===== src/phy_vendor_cfg_pkg.sv =====
/*
 * Constants for the vendor configuration and status register bank:
 * register offsets, reset values, write masks, field positions and
 * cycle counts. Assumes a 125 MHz core clock and an extended
 * management address of 16 bits handed over by the serial front end.
 *
// Summary of operation
// - Strap flags 15-12 read-only, 1 means enabled
// - Latched interface select at bits 8-6
// - Latched link role at bit 5
// - Latched management address at bits 4-0
// - Managed-mode strap bit 0, rest zero
// - Start bit launches monitor, then self-clears
// - Periodic bit repeats iterations, else one shot
// - Monitor reset bit holds monitor in reset
// - Force-start runs monitor without link
// - Discard two or four samples, bit 7
// - Average two or four samples, bit 6
// - Converter clock divider field, bits 5-4
// - Bypass mode drives sensor reset and select
// - Debug selector picks converter output for readout
// - Break-link FIFO reset allowed by bit 12
// - Slave sends training signalling 32 times
// - Bit 15 bypasses the FEC decoder
// - Outgoing wake and sleep control codes
// - Expected wake and sleep control codes
// - Wake flagged after threshold consecutive codes
// - Sleep flagged after threshold consecutive codes
// - Max-wait timer counts 16 us units
// - Min-wait timer counts 16 us units
 */
package phy_vendor_cfg_pkg;

	// Register offsets
	localparam logic [15:0] OFS_STRAP_ONE      = 16'h045d;
	localparam logic [15:0] OFS_STRAP_TWO      = 16'h045e;
	localparam logic [15:0] OFS_MON_GAIN       = 16'h0467;
	localparam logic [15:0] OFS_MON_DECIM      = 16'h0468;
	localparam logic [15:0] OFS_MON_RUN        = 16'h046a;
	localparam logic [15:0] OFS_MON_READOUT    = 16'h047b;
	localparam logic [15:0] OFS_BREAK_TIMER    = 16'h050a;
	localparam logic [15:0] OFS_FEC_DECODER    = 16'h0510;
	localparam logic [15:0] OFS_LP_CODE_SEL    = 16'h0514;
	localparam logic [15:0] OFS_LP_CODE_THR    = 16'h0515;
	localparam logic [15:0] OFS_MAXWAIT        = 16'h0518;
	localparam logic [15:0] OFS_GIG_LINK_CTRL  = 16'h0519;

	// Reset values
	localparam logic [15:0] RST_MON_GAIN       = 16'h0012;
	localparam logic [15:0] RST_MON_DECIM      = 16'h0920;
	localparam logic [15:0] RST_MON_RUN        = 16'h0094;
	localparam logic [15:0] RST_BREAK_TIMER    = 16'h112e;
	localparam logic [15:0] RST_FEC_DECODER    = 16'h2d50;
	localparam logic [15:0] RST_LP_CODE_SEL    = 16'h08e3;
	localparam logic [15:0] RST_LP_CODE_THR    = 16'h0808;
	localparam logic [15:0] RST_MAXWAIT        = 16'h17ce;
	localparam logic [15:0] RST_GIG_LINK_CTRL  = 16'h003d;

	// Writable bits; everything else reads as stored zero
	localparam logic [15:0] WM_MON_RUN         = 16'h01ff;
	localparam logic [15:0] WM_LP_CODE_SEL     = 16'h0fff;
	localparam logic [15:0] WM_LP_CODE_THR     = 16'h7f7f;
	localparam logic [15:0] WM_GIG_LINK_CTRL   = 16'h7fff;

	// Run control field positions
	localparam int B_START    = 0;
	localparam int B_PERIODIC = 1;
	localparam int B_MON_RST  = 2;
	localparam int B_FORCE    = 3;
	localparam int B_DIV_LO   = 4;
	localparam int B_AVG4     = 6;
	localparam int B_DISC4    = 7;
	localparam int B_HIST_CLR = 8;

	// Other field positions
	localparam int B_BYP_SENSOR_RST = 15;
	localparam int B_DBG_SEL_LO     = 12;
	localparam int B_FIFO_RST_BRK   = 12;
	localparam int B_SEND32         = 11;
	localparam int B_FEC_SKIP       = 15;
	localparam int B_TX_WAKE_LO     = 9;
	localparam int B_TX_SLEEP_LO    = 6;
	localparam int B_RX_WAKE_LO     = 3;
	localparam int B_WAKE_THR_LO    = 8;

	// Converter clock half periods in core cycles (8 ns)
	localparam logic [4:0] HALF_12M5 = 5'h05;
	localparam logic [4:0] HALF_6M25 = 5'h0a;
	localparam logic [4:0] HALF_3M13 = 5'h14;

	// Link-up timer unit
	localparam int CLK_MHZ         = 125;
	localparam int TIMER_UNIT_US   = 16;
	localparam int UNIT_CYCLES     = TIMER_UNIT_US * CLK_MHZ;

	// Strap capture waits for the synchroniser to fill
	localparam logic [1:0] STRAP_SETTLE = 2'h3;

	typedef enum logic [1:0] {
		MON_IDLE,
		MON_DISCARD,
		MON_AVERAGE,
		MON_STORE
	} mon_state_type;

endpackage : phy_vendor_cfg_pkg


===== src/phy_vendor_config_status_regs.sv =====
/*
 * Vendor configuration and status register bank: strap readback,
 * sensor monitor sequencer, link-up timers, decoder bypass and
 * low-power code-group settings and detection.
 * Assumes the management front end presents one-cycle read and write
 * strobes with a 16-bit extended address on the core clock, and that
 * sample, code and link inputs come from logic on the same clock.
 */
`timescale 1ns/1ps
module phy_vendor_config_status_regs
	import phy_vendor_cfg_pkg::*;
(
	input  wire logic         sys_clk_i,
	input  wire logic         rst_i,
	// Register access from the management front end
	input  wire logic [15:0]  reg_addr_i,
	input  wire logic         reg_wr_i,
	input  wire logic         reg_rd_i,
	input  wire logic [15:0]  reg_wdata_i,
	output logic      [15:0]  reg_rdata_o,
	output logic              reg_rvalid_o,
	// Strap pins
	input  wire logic         strap_tx_shift_i,
	input  wire logic         strap_rx_shift_i,
	input  wire logic         strap_sgmii_en_i,
	input  wire logic         strap_rgmii_en_i,
	input  wire logic [2:0]   strap_if_select_i,
	input  wire logic         link_role_strap_i,
	input  wire logic [4:0]   management_address_strap_i,
	input  wire logic         strap_managed_i,
	// Sensor monitor
	input  wire logic         link_up_i,
	input  wire logic         monitor_fsm_bypass_i,
	input  wire logic [15:0]  monitor_sample_i,
	input  wire logic [127:0] converter_debug_i,
	output logic              monitor_adc_clk_o,
	output logic              sensor_reset_o,
	output logic      [2:0]   sensor_select_o,
	output logic      [15:0]  monitor_result_o,
	output logic              monitor_busy_o,
	// Link control
	input  wire logic         break_link_active_i,
	output logic              fifo_reset_o,
	output logic              slave_send32_en_o,
	output logic              fec_decoder_skip_o,
	input  wire logic         linkup_timer_start_i,
	output logic              maxwait_expired_o,
	output logic              minwait_expired_o,
	// Low-power signalling
	output logic      [2:0]   outgoing_wake_code_o,
	output logic      [2:0]   outgoing_sleep_code_o,
	input  wire logic         rx_code_valid_i,
	input  wire logic [2:0]   rx_code_i,
	output logic              wake_received_o,
	output logic              sleep_received_o
);

	logic [15:0]   mon_gain, mon_decim, mon_run, break_timer;
	logic [15:0]   fec_decoder, lp_code_sel, lp_code_thr, maxwait;
	logic [15:0]   gig_link_ctrl, mon_readout, strap_one, strap_two;
	logic [15:0]   next_rdata, max_cnt;
	logic [13:0]   strap_meta, strap_sync;
	logic [1:0]    strap_wait, smp_cnt;
	logic          strap_done, sample_tick, wr_run, timer_run;
	mon_state_type mon_state;
	logic [4:0]    div_cnt;
	logic [17:0]   acc;
	logic [2:0]    sensor_iter;
	logic [10:0]   unit_cnt;
	logic [7:0]    min_cnt;
	logic [6:0]    wake_run, sleep_run;

	// Keep writable bits from the new value, the rest from the old
	function automatic logic [15:0] merge(input logic [15:0] old_v,
		input logic [15:0] new_v, input logic [15:0] mask);
		merge = (old_v & ~mask) | (new_v & mask);
	endfunction : merge
	function automatic logic hit(input logic [15:0] ofs);
		hit = reg_wr_i && (reg_addr_i == ofs);
	endfunction : hit
	// Consecutive run counter that saturates at its top value
	function automatic logic [6:0] run_next(input logic [6:0] cnt,
		input logic match);
		run_next = !match ? 7'h00 : cnt == 7'h7f ? cnt : cnt + 7'h01;
	endfunction : run_next
	assign wr_run = hit(OFS_MON_RUN);

	// Plain read/write configuration registers
	always_ff @(posedge sys_clk_i) begin
		if (rst_i) begin
			mon_gain      <= RST_MON_GAIN;
			mon_decim     <= RST_MON_DECIM;
			break_timer   <= RST_BREAK_TIMER;
			fec_decoder   <= RST_FEC_DECODER;
			lp_code_sel   <= RST_LP_CODE_SEL;
			lp_code_thr   <= RST_LP_CODE_THR;
			maxwait       <= RST_MAXWAIT;
			gig_link_ctrl <= RST_GIG_LINK_CTRL;
		end else begin
			if (hit(OFS_MON_GAIN))
				mon_gain <= reg_wdata_i;
			if (hit(OFS_MON_DECIM))
				mon_decim <= reg_wdata_i;
			if (hit(OFS_BREAK_TIMER))
				break_timer <= reg_wdata_i;
			if (hit(OFS_FEC_DECODER))
				fec_decoder <= reg_wdata_i;
			if (hit(OFS_LP_CODE_SEL))
				lp_code_sel <= merge(lp_code_sel, reg_wdata_i,
					WM_LP_CODE_SEL);
			if (hit(OFS_LP_CODE_THR))
				lp_code_thr <= merge(lp_code_thr, reg_wdata_i,
					WM_LP_CODE_THR);
			if (hit(OFS_MAXWAIT))
				maxwait <= reg_wdata_i;
			if (hit(OFS_GIG_LINK_CTRL))
				gig_link_ctrl <= merge(gig_link_ctrl, reg_wdata_i,
					WM_GIG_LINK_CTRL);
		end
	end

	// Run control; start clears itself one cycle after it is written
	always_ff @(posedge sys_clk_i) begin
		if (rst_i)
			mon_run <= RST_MON_RUN;
		else if (wr_run)
			mon_run <= merge(mon_run, reg_wdata_i, WM_MON_RUN);
		else
			mon_run[B_START] <= 1'b0;
	end

	// Straps pass two flops, then are caught once after reset release
	always_ff @(posedge sys_clk_i) begin
		strap_meta <= {strap_tx_shift_i, strap_rx_shift_i,
			strap_sgmii_en_i, strap_rgmii_en_i, strap_if_select_i,
			link_role_strap_i, management_address_strap_i,
			strap_managed_i};
		strap_sync <= strap_meta;
	end

	always_ff @(posedge sys_clk_i) begin
		if (rst_i) begin
			strap_wait <= 2'h0;
			strap_done <= 1'b0;
			strap_one  <= 16'h0000;
			strap_two  <= 16'h0000;
		end else if (!strap_done) begin
			if (strap_wait == STRAP_SETTLE) begin
				strap_done <= 1'b1;
				strap_one  <= {strap_sync[13:10], 3'h0,
					strap_sync[9:7], strap_sync[6],
					strap_sync[5:1]};
				strap_two  <= {15'h0000, strap_sync[0]};
			end else
				strap_wait <= strap_wait + 2'h1;
		end
	end

	// Converter clock divider; the tick marks one sample per period
	always_ff @(posedge sys_clk_i) begin
		if (rst_i || mon_run[B_MON_RST]) begin
			div_cnt           <= 5'h00;
			monitor_adc_clk_o <= 1'b0;
			sample_tick       <= 1'b0;
		end else begin
			sample_tick <= 1'b0;
			if ((mon_run[B_DIV_LO+1:B_DIV_LO] == 2'b00 &&
				div_cnt >= HALF_12M5 - 5'h01) ||
				(mon_run[B_DIV_LO+1:B_DIV_LO] == 2'b01 &&
				div_cnt >= HALF_6M25 - 5'h01) ||
				(div_cnt >= HALF_3M13 - 5'h01)) begin
				div_cnt           <= 5'h00;
				monitor_adc_clk_o <= ~monitor_adc_clk_o;
				sample_tick       <= monitor_adc_clk_o;
			end else
				div_cnt <= div_cnt + 5'h01;
		end
	end

	// Sensor monitor sequencer; the reset bit wins over everything
	always_ff @(posedge sys_clk_i) begin
		if (rst_i || mon_run[B_MON_RST]) begin
			mon_state   <= MON_IDLE;
			smp_cnt     <= 2'h0;
			acc         <= 18'h00000;
			sensor_iter <= 3'h0;
		end else begin
			unique case (mon_state)
			MON_IDLE:
				if (mon_run[B_START] &&
					(link_up_i || mon_run[B_FORCE]))
					mon_state <= MON_DISCARD;
			MON_DISCARD: begin
				if (sample_tick) begin
					smp_cnt <= smp_cnt + 2'h1;
					if (smp_cnt == (mon_run[B_DISC4] ? 2'h3 : 2'h1)) begin
						smp_cnt   <= 2'h0;
						mon_state <= MON_AVERAGE;
					end
				end
			end
			MON_AVERAGE: begin
				if (sample_tick) begin
					acc     <= acc + {2'h0, monitor_sample_i};
					smp_cnt <= smp_cnt + 2'h1;
					if (smp_cnt == (mon_run[B_AVG4] ? 2'h3 : 2'h1))
						mon_state <= MON_STORE;
				end
			end
			MON_STORE: begin
				sensor_iter <= sensor_iter + 3'h1;
				smp_cnt     <= 2'h0;
				acc         <= 18'h00000;
				// Periodic mode loops without a fresh start request
				mon_state <= mon_run[B_PERIODIC] ? MON_DISCARD
					: MON_IDLE;
			end
			endcase
		end
	end

	// Result store; the average divides by two or four
	always_ff @(posedge sys_clk_i) begin
		if (rst_i || (mon_run[B_HIST_CLR] && !wr_run))
			monitor_result_o <= 16'h0000;
		else if (mon_state == MON_STORE)
			monitor_result_o <= mon_run[B_AVG4] ? acc[17:2] : acc[16:1];
	end

	// Sensor controls; bypass hands them straight to software
	always_ff @(posedge sys_clk_i) begin
		if (rst_i) begin
			sensor_reset_o  <= 1'b1;
			sensor_select_o <= 3'h0;
			monitor_busy_o  <= 1'b0;
		end else if (monitor_fsm_bypass_i) begin
			sensor_reset_o  <= mon_decim[B_BYP_SENSOR_RST];
			sensor_select_o <= mon_decim[2:0];
			monitor_busy_o  <= 1'b0;
		end else begin
			sensor_reset_o  <= mon_state == MON_IDLE;
			sensor_select_o <= sensor_iter;
			monitor_busy_o  <= mon_state != MON_IDLE;
		end
	end

	// Debug readout follows the selector one cycle later
	always_ff @(posedge sys_clk_i) begin
		if (rst_i)
			mon_readout <= 16'h0000;
		else
			mon_readout <= converter_debug_i[
				mon_decim[B_DBG_SEL_LO+2:B_DBG_SEL_LO]*16 +: 16];
	end

	// Link controls taken from configuration bits; fifo reset also needs break link active
	always_ff @(posedge sys_clk_i) begin
		if (rst_i) begin
			fifo_reset_o          <= 1'b0;
			slave_send32_en_o     <= 1'b0;
			fec_decoder_skip_o    <= 1'b0;
			outgoing_wake_code_o  <= 3'h0;
			outgoing_sleep_code_o <= 3'h0;
		end else begin
			fifo_reset_o <= break_timer[B_FIFO_RST_BRK] &&
				break_link_active_i;
			// Software keeps this clear when fast retrain is on
			slave_send32_en_o  <= break_timer[B_SEND32];
			fec_decoder_skip_o <= fec_decoder[B_FEC_SKIP];
			outgoing_wake_code_o <=
				lp_code_sel[B_TX_WAKE_LO+2:B_TX_WAKE_LO];
			outgoing_sleep_code_o <=
				lp_code_sel[B_TX_SLEEP_LO+2:B_TX_SLEEP_LO];
		end
	end

	// Link-up timers in 16 us units; a new start restarts both
	always_ff @(posedge sys_clk_i) begin
		if (rst_i || linkup_timer_start_i) begin
			unit_cnt          <= 11'h000;
			max_cnt           <= 16'h0000;
			min_cnt           <= 8'h00;
			timer_run         <= !rst_i;
			maxwait_expired_o <= 1'b0;
			minwait_expired_o <= 1'b0;
		end else if (timer_run) begin
			if (max_cnt >= maxwait)
				maxwait_expired_o <= 1'b1;
			if (min_cnt >= gig_link_ctrl[7:0])
				minwait_expired_o <= 1'b1;
			if (maxwait_expired_o && minwait_expired_o)
				timer_run <= 1'b0;
			if (unit_cnt == 11'(UNIT_CYCLES - 1)) begin
				unit_cnt <= 11'h000;
				if (max_cnt != 16'hffff)
					max_cnt <= max_cnt + 16'h0001;
				if (min_cnt != 8'hff)
					min_cnt <= min_cnt + 8'h01;
			end else
				unit_cnt <= unit_cnt + 11'h001;
		end
	end

	// Low-power code runs; a flag pulses when the run hits threshold
	always_ff @(posedge sys_clk_i) begin
		if (rst_i) begin
			wake_run         <= 7'h00;
			sleep_run        <= 7'h00;
			wake_received_o  <= 1'b0;
			sleep_received_o <= 1'b0;
		end else begin
			wake_received_o  <= 1'b0;
			sleep_received_o <= 1'b0;
			if (rx_code_valid_i) begin
				wake_run <= run_next(wake_run, rx_code_i ==
					lp_code_sel[B_RX_WAKE_LO+2:B_RX_WAKE_LO]);
				sleep_run <= run_next(sleep_run,
					rx_code_i == lp_code_sel[2:0]);
				if (run_next(wake_run, rx_code_i ==
					lp_code_sel[B_RX_WAKE_LO+2:B_RX_WAKE_LO]) ==
					lp_code_thr[B_WAKE_THR_LO+6:B_WAKE_THR_LO] &&
					wake_run != lp_code_thr[B_WAKE_THR_LO+6:B_WAKE_THR_LO])
					wake_received_o <= 1'b1;
				if (run_next(sleep_run, rx_code_i == lp_code_sel[2:0]) ==
					lp_code_thr[6:0] && sleep_run != lp_code_thr[6:0])
					sleep_received_o <= 1'b1;
			end
		end
	end

	// Read multiplexer; unmapped offsets read as zero
	always_comb begin
		next_rdata = 16'h0000;
		unique case (reg_addr_i)
		OFS_STRAP_ONE:     next_rdata = strap_one;
		OFS_STRAP_TWO:     next_rdata = strap_two;
		OFS_MON_GAIN:      next_rdata = mon_gain;
		OFS_MON_DECIM:     next_rdata = mon_decim;
		OFS_MON_RUN:       next_rdata = mon_run;
		OFS_MON_READOUT:   next_rdata = mon_readout;
		OFS_BREAK_TIMER:   next_rdata = break_timer;
		OFS_FEC_DECODER:   next_rdata = fec_decoder;
		OFS_LP_CODE_SEL:   next_rdata = lp_code_sel;
		OFS_LP_CODE_THR:   next_rdata = lp_code_thr;
		OFS_MAXWAIT:       next_rdata = maxwait;
		OFS_GIG_LINK_CTRL: next_rdata = gig_link_ctrl;
		default:           next_rdata = 16'h0000;
		endcase
	end

	// Read data is registered and held until the next read
	always_ff @(posedge sys_clk_i) begin
		if (rst_i) begin
			reg_rdata_o  <= 16'h0000;
			reg_rvalid_o <= 1'b0;
		end else begin
			reg_rvalid_o <= reg_rd_i;
			if (reg_rd_i)
				reg_rdata_o <= next_rdata;
		end
	end

endmodule : phy_vendor_config_status_regs


===== config.mk =====
export PLATFORM = sky130hd
export DESIGN_NAME = phy_vendor_config_status_regs
export DESIGN_NICKNAME = d
export VERILOG_FILES = /design/src/phy_vendor_cfg_pkg.sv /design/src/phy_vendor_config_status_regs.sv
export SDC_FILE = /design/constraint.sdc
export NUM_CORES = 1
export LEC_CHECK = 0
export BUFFER_PORTS_ARGS = -buffer_cell sky130_fd_sc_hd__buf_2
export CAP_MARGIN = 0
export CORE_ASPECT_RATIO = 1.2
export CORE_MARGIN = 1.5
export CORE_UTILIZATION = 60
export DETAILED_ROUTE_END_ITERATION = 8
export PLACE_DENSITY = 0.84
export SYNTH_ARGS = -nofsm -noshare
export SYNTH_HDL_FRONTEND = slang
export SYNTH_SLANG_ARGS = --single-unit

===== constraint.sdc =====
create_clock -name sys_clk_i -period 7.3 [get_ports sys_clk_i]
set_clock_uncertainty 0.1 [all_clocks]
set_input_delay 0.365 -clock sys_clk_i [delete_from_list [all_inputs] [get_ports sys_clk_i]]
set_output_delay 0.365 -clock sys_clk_i [all_outputs]
set_load 0.01 [all_outputs]

==> summary.md <==
| Metric | Value |
|---|---|
| Syn Std Cell Area | `between 15000 and 20000 µm²` |
| Core ar. | `~26000 µm²` |
| Non-filler instance count after layout | `between 2000 and 2500` |
| GPL Wtd Cong | `around 1.0` |
| Maxcap violations | `0` |
| Synthesized-area fraction occupied by xor and xnor cells | `under 10%` |
| Final net count | `2226` |
| Top cells by area, synth | `dfxtp_1 (41%), nand2_1 (7.4%), mux2i_1 (5.2%), mux4_2 (4.6%), ha_1 (4.4%)` |
| Avg Inst Size Synth | `a little under 9 µm²` |
| Vias per cell | `just over 6` |
| Synth Area in Compound Gates | `15.84%` |
| Slew Limit Fails | `0` |
| PwrDens | `approximately 200 nW/µm²` |
| RSZ-0062 raised after global routing | `false` |
| Run status | `complete, no violations` |
| Largest net degree at the start of global routing | `74` |
| Root Driver | `clkbuf_16` |
| Final ANT Viol Nets | `0` |
| Async SR Flop Fraction | `0%` |
| DR DRC count | `0` |
| DRT iter0 DRCs | `about 1300` |
| Dpl ws | `3.503 ns` |
| Reg-to-reg slack, setup | `roughly 4.2 ns` |
| Final Cycle Share | `a little over two fifths` |
| Number of cells produced by synthesis | `between 1500 and 2000` |
| Setup crit start kind | `flop` |
| Adder-cell area share of the yosys netlist | `4.519%` |
| P_leak | `slightly above 7 nW` |
| FP Rows | `64` |
| Setup TNS | `0 ns` |
| Synth area leader | `dfxtp_1` |
| Worst-path clk slew | `around 0.06 ns` |
| Total CTS buffers | `34` |
| Syn nets | `just over 2000` |
| Data required time at the worst endpoint | `about 7.6 ns` |
| Post-CTS sizing | `0` |
| Post-synth EDFFs | `0` |
| Critical Path AT | `approximately 3.4 ns` |
| Die H | `180.0 µm` |
| # setup viols final | `0` |
| Fmax | `320.3 MHz` |
| Via Count | `between 10000 and 15000` |
| Critical path fanouts, max | `5` |
| GRT Util Overall | `around a third` |
| Initial core utilization | `around three fifths` |
| Most common cell in the netlist | `dfxtp_1` |
| Slew HR | `about 13%` |
| Setup CP Type | `flop to flop` |
| Seq/Total Area, Yosys | `roughly two fifths` |
| Clk_lat worst skew | `roughly 0.52 ns` |
| Detailed placement HPWL | `roughly 35000 µm` |
| Share of cells above drive strength 1 | `19.72%` |
| Clock sink count | `between 300 and 400` |
| Vias in the first global route | `between 10000 and 15000` |
| Remaining global-route overflow | `0` |
| Main combinational cell family by area after synthesis | `simple AND/OR/NAND/NOR gates` |
| Post-Synth Simple-Gate Area | `19.46%` |
| Number of H-tree levels | `2` |
| Commonest cells in the netlist | `dfxtp_1 (324), nand2_1 (310), nor2_1 (158)` |
| Placed Instances | `2245` |
| Die Footprint | `27100 µm²` |
| Multiplexer share of the synthesized area | `about 9.9%` |
| CP endpoint kind | `flop` |
| Ys Warns | `0` |
| Die W | `around 150 µm` |
| Post-synth top area share | `between 40% and 50%` |
| First-pass GRT wire length | `about 72000 µm` |
| Final hold vios | `0` |
| 1st-pass router iterations | `7` |
| Synth cell types | `75` |
| Synth-to-layout area growth | `16.69%` |
| Worst Hold Class | `input pin to flop` |
| Num ports | `about 250` |
| IO Port Bufs | `253` |
| Max clock buf depth | `3` |
| Top FF cell, synth | `dfxtp_1` |
| CTS tree | `yes` |
| Crit path time final | `roughly 3.1 ns` |
| Initial antenna violation count | `4` |
| Worst VDD drop | `about 0.17 mV` |
| Worst Setup Slack, final | `approximately 4.2 ns` |
| Worst-Margin Slew | `roughly 1.3 ns` |
| Routed Wire Length | `46930 µm` |
| Wire per inst | `20.17 µm` |
| FF+latch count, synth | `324` |
-- placed cells by master (no fill, tap or decap), types with 14 or more instances in the layout --
| cell | synthesis | routed |
|---|---|---|
| xor2_1 | 44 | 44 |
| o211ai_1 | 17 | 17 |
| a211oi_1 | 26 | 26 |
| a21oi_1 | 122 | 122 |
| nand2_1 | 310 | 310 |
| xnor2_1 | 42 | 42 |
| nor3_1 | 19 | 19 |
| a221oi_1 | 18 | 18 |
| inv_1 | 46 | 46 |
| nand4_1 | 19 | 19 |
| dlygate4sd3_1 | 0 | 16 |
| buf_2 | 13 | 253 |
| nand3_1 | 44 | 44 |
| o21ai_0 | 31 | 31 |
| a22oi_1 | 50 | 50 |
| clkbuf_16 | 0 | 34 |
| and3_1 | 26 | 26 |
| mux4_2 | 32 | 32 |
| dfxtp_1 | 324 | 323 |
| ha_1 | 55 | 55 |
| nor2_1 | 158 | 158 |
| mux2i_1 | 81 | 81 |
| nor2b_1 | 19 | 19 |
| buf_4 | 0 | 14 |
-- per-stage QoR --
stage               hold WS, ns  total power (W)  utilization (%)  area, µm²
floorplan                0.2096         0.001969                -      15670
global placement         0.2123         0.002076            66.66      17030
detailed placement       0.2143         0.002080            66.66      17030
CTS                     0.03824         0.003743            71.53      18270
global route            0.06839         0.003834            71.59      18290
finish                  0.05257         0.003735            71.59      18290
-- logic make-up after synthesis --
family                     after synthesis
AOI/OAI and AO/OA                      357
xor gates and xnor gates                86
adders and majority gates               56
buffers and inverters                  162
DFF                                    324
muxes                                  115
and+or+nand+nor                        662
-- cell type report --
type	instances	area [µm²]
fillers	1929	7257
inverters	48	180.2
diodes	4	10.01
well taps	330	412.9
flip-flops and latches	324	6487
clock buffers	51	1005
clock inverters	10	78.83
repair buffers	284	1543
multi-input cells	1276	8571
-- registers in the layout, indices dropped and copies added (netlist names), 11 cells and up --
signal / cells
acc: 18
break_timer: 16
fec_decoder: 16
max_cnt: 16
maxwait: 16
mon_decim: 16
mon_gain: 16
mon_readout: 16
monitor_result_o: 16
reg_rdata_o: 16
gig_link_ctrl: 15
lp_code_thr: 14
strap_meta: 14
strap_sync: 14
strap_one: 13
lp_code_sel: 12
unit_cnt: 11
-- where the power goes --
part	leakage [nW]	switching [W]	total (W)	internal, W
Clock	0.533	0.000723	0.00168	0.000961
Combinational	3.91	0.000136	0.000231	0.0000952
Sequential	2.63	0.0000223	0.00182	0.00180
-- timing repair --
| item | in CTS | in global routing |
|---|---|---|
| setup buffers | 0 | 0 |
| endpoints found under the hold margin | 16 | 0 |
| endpoints found under the setup margin | 0 | 0 |
| hold buffers | 16 | 0 |
-- per-layer routing --
| metal | track usage (%) | vias to the layer above | share of wire, % |
|---|---|---|---|
| li1 | - | 6672 | - |
| met1 | 39.26 | 6763 | 37 |
| met4 | 21.02 | 0 | 6.7 |
| met3 | 5.873 | 166 | 7.6 |
| met2 | 58.26 | 701 | 49 |
| met5 | 0 | - | 0 |
-- final timing paths --
kind / startpoint / cells after the start / endpoint
hold reg to reg: strap_meta[2] / 0 / strap_sync[2]
hold / removal: monitor_fsm_bypass_i / 2 / monitor_busy_o
setup / recovery: acc[6] / 8 / acc[17]
setup reg to reg: acc[6] / 8 / acc[17]
-- worst max-delay path, stage by stage, from the launching register on --
cell	delay, ns
dfxtp_1	0.40
ha_1	0.32
a2111oi_0	0.42
o21ai_0	0.22
a41oi_1	0.42
o2111ai_1	0.28
a221o_1	0.44
and3_1	0.19
a211o_1	0.22
(Power assumes the default switching activity.)
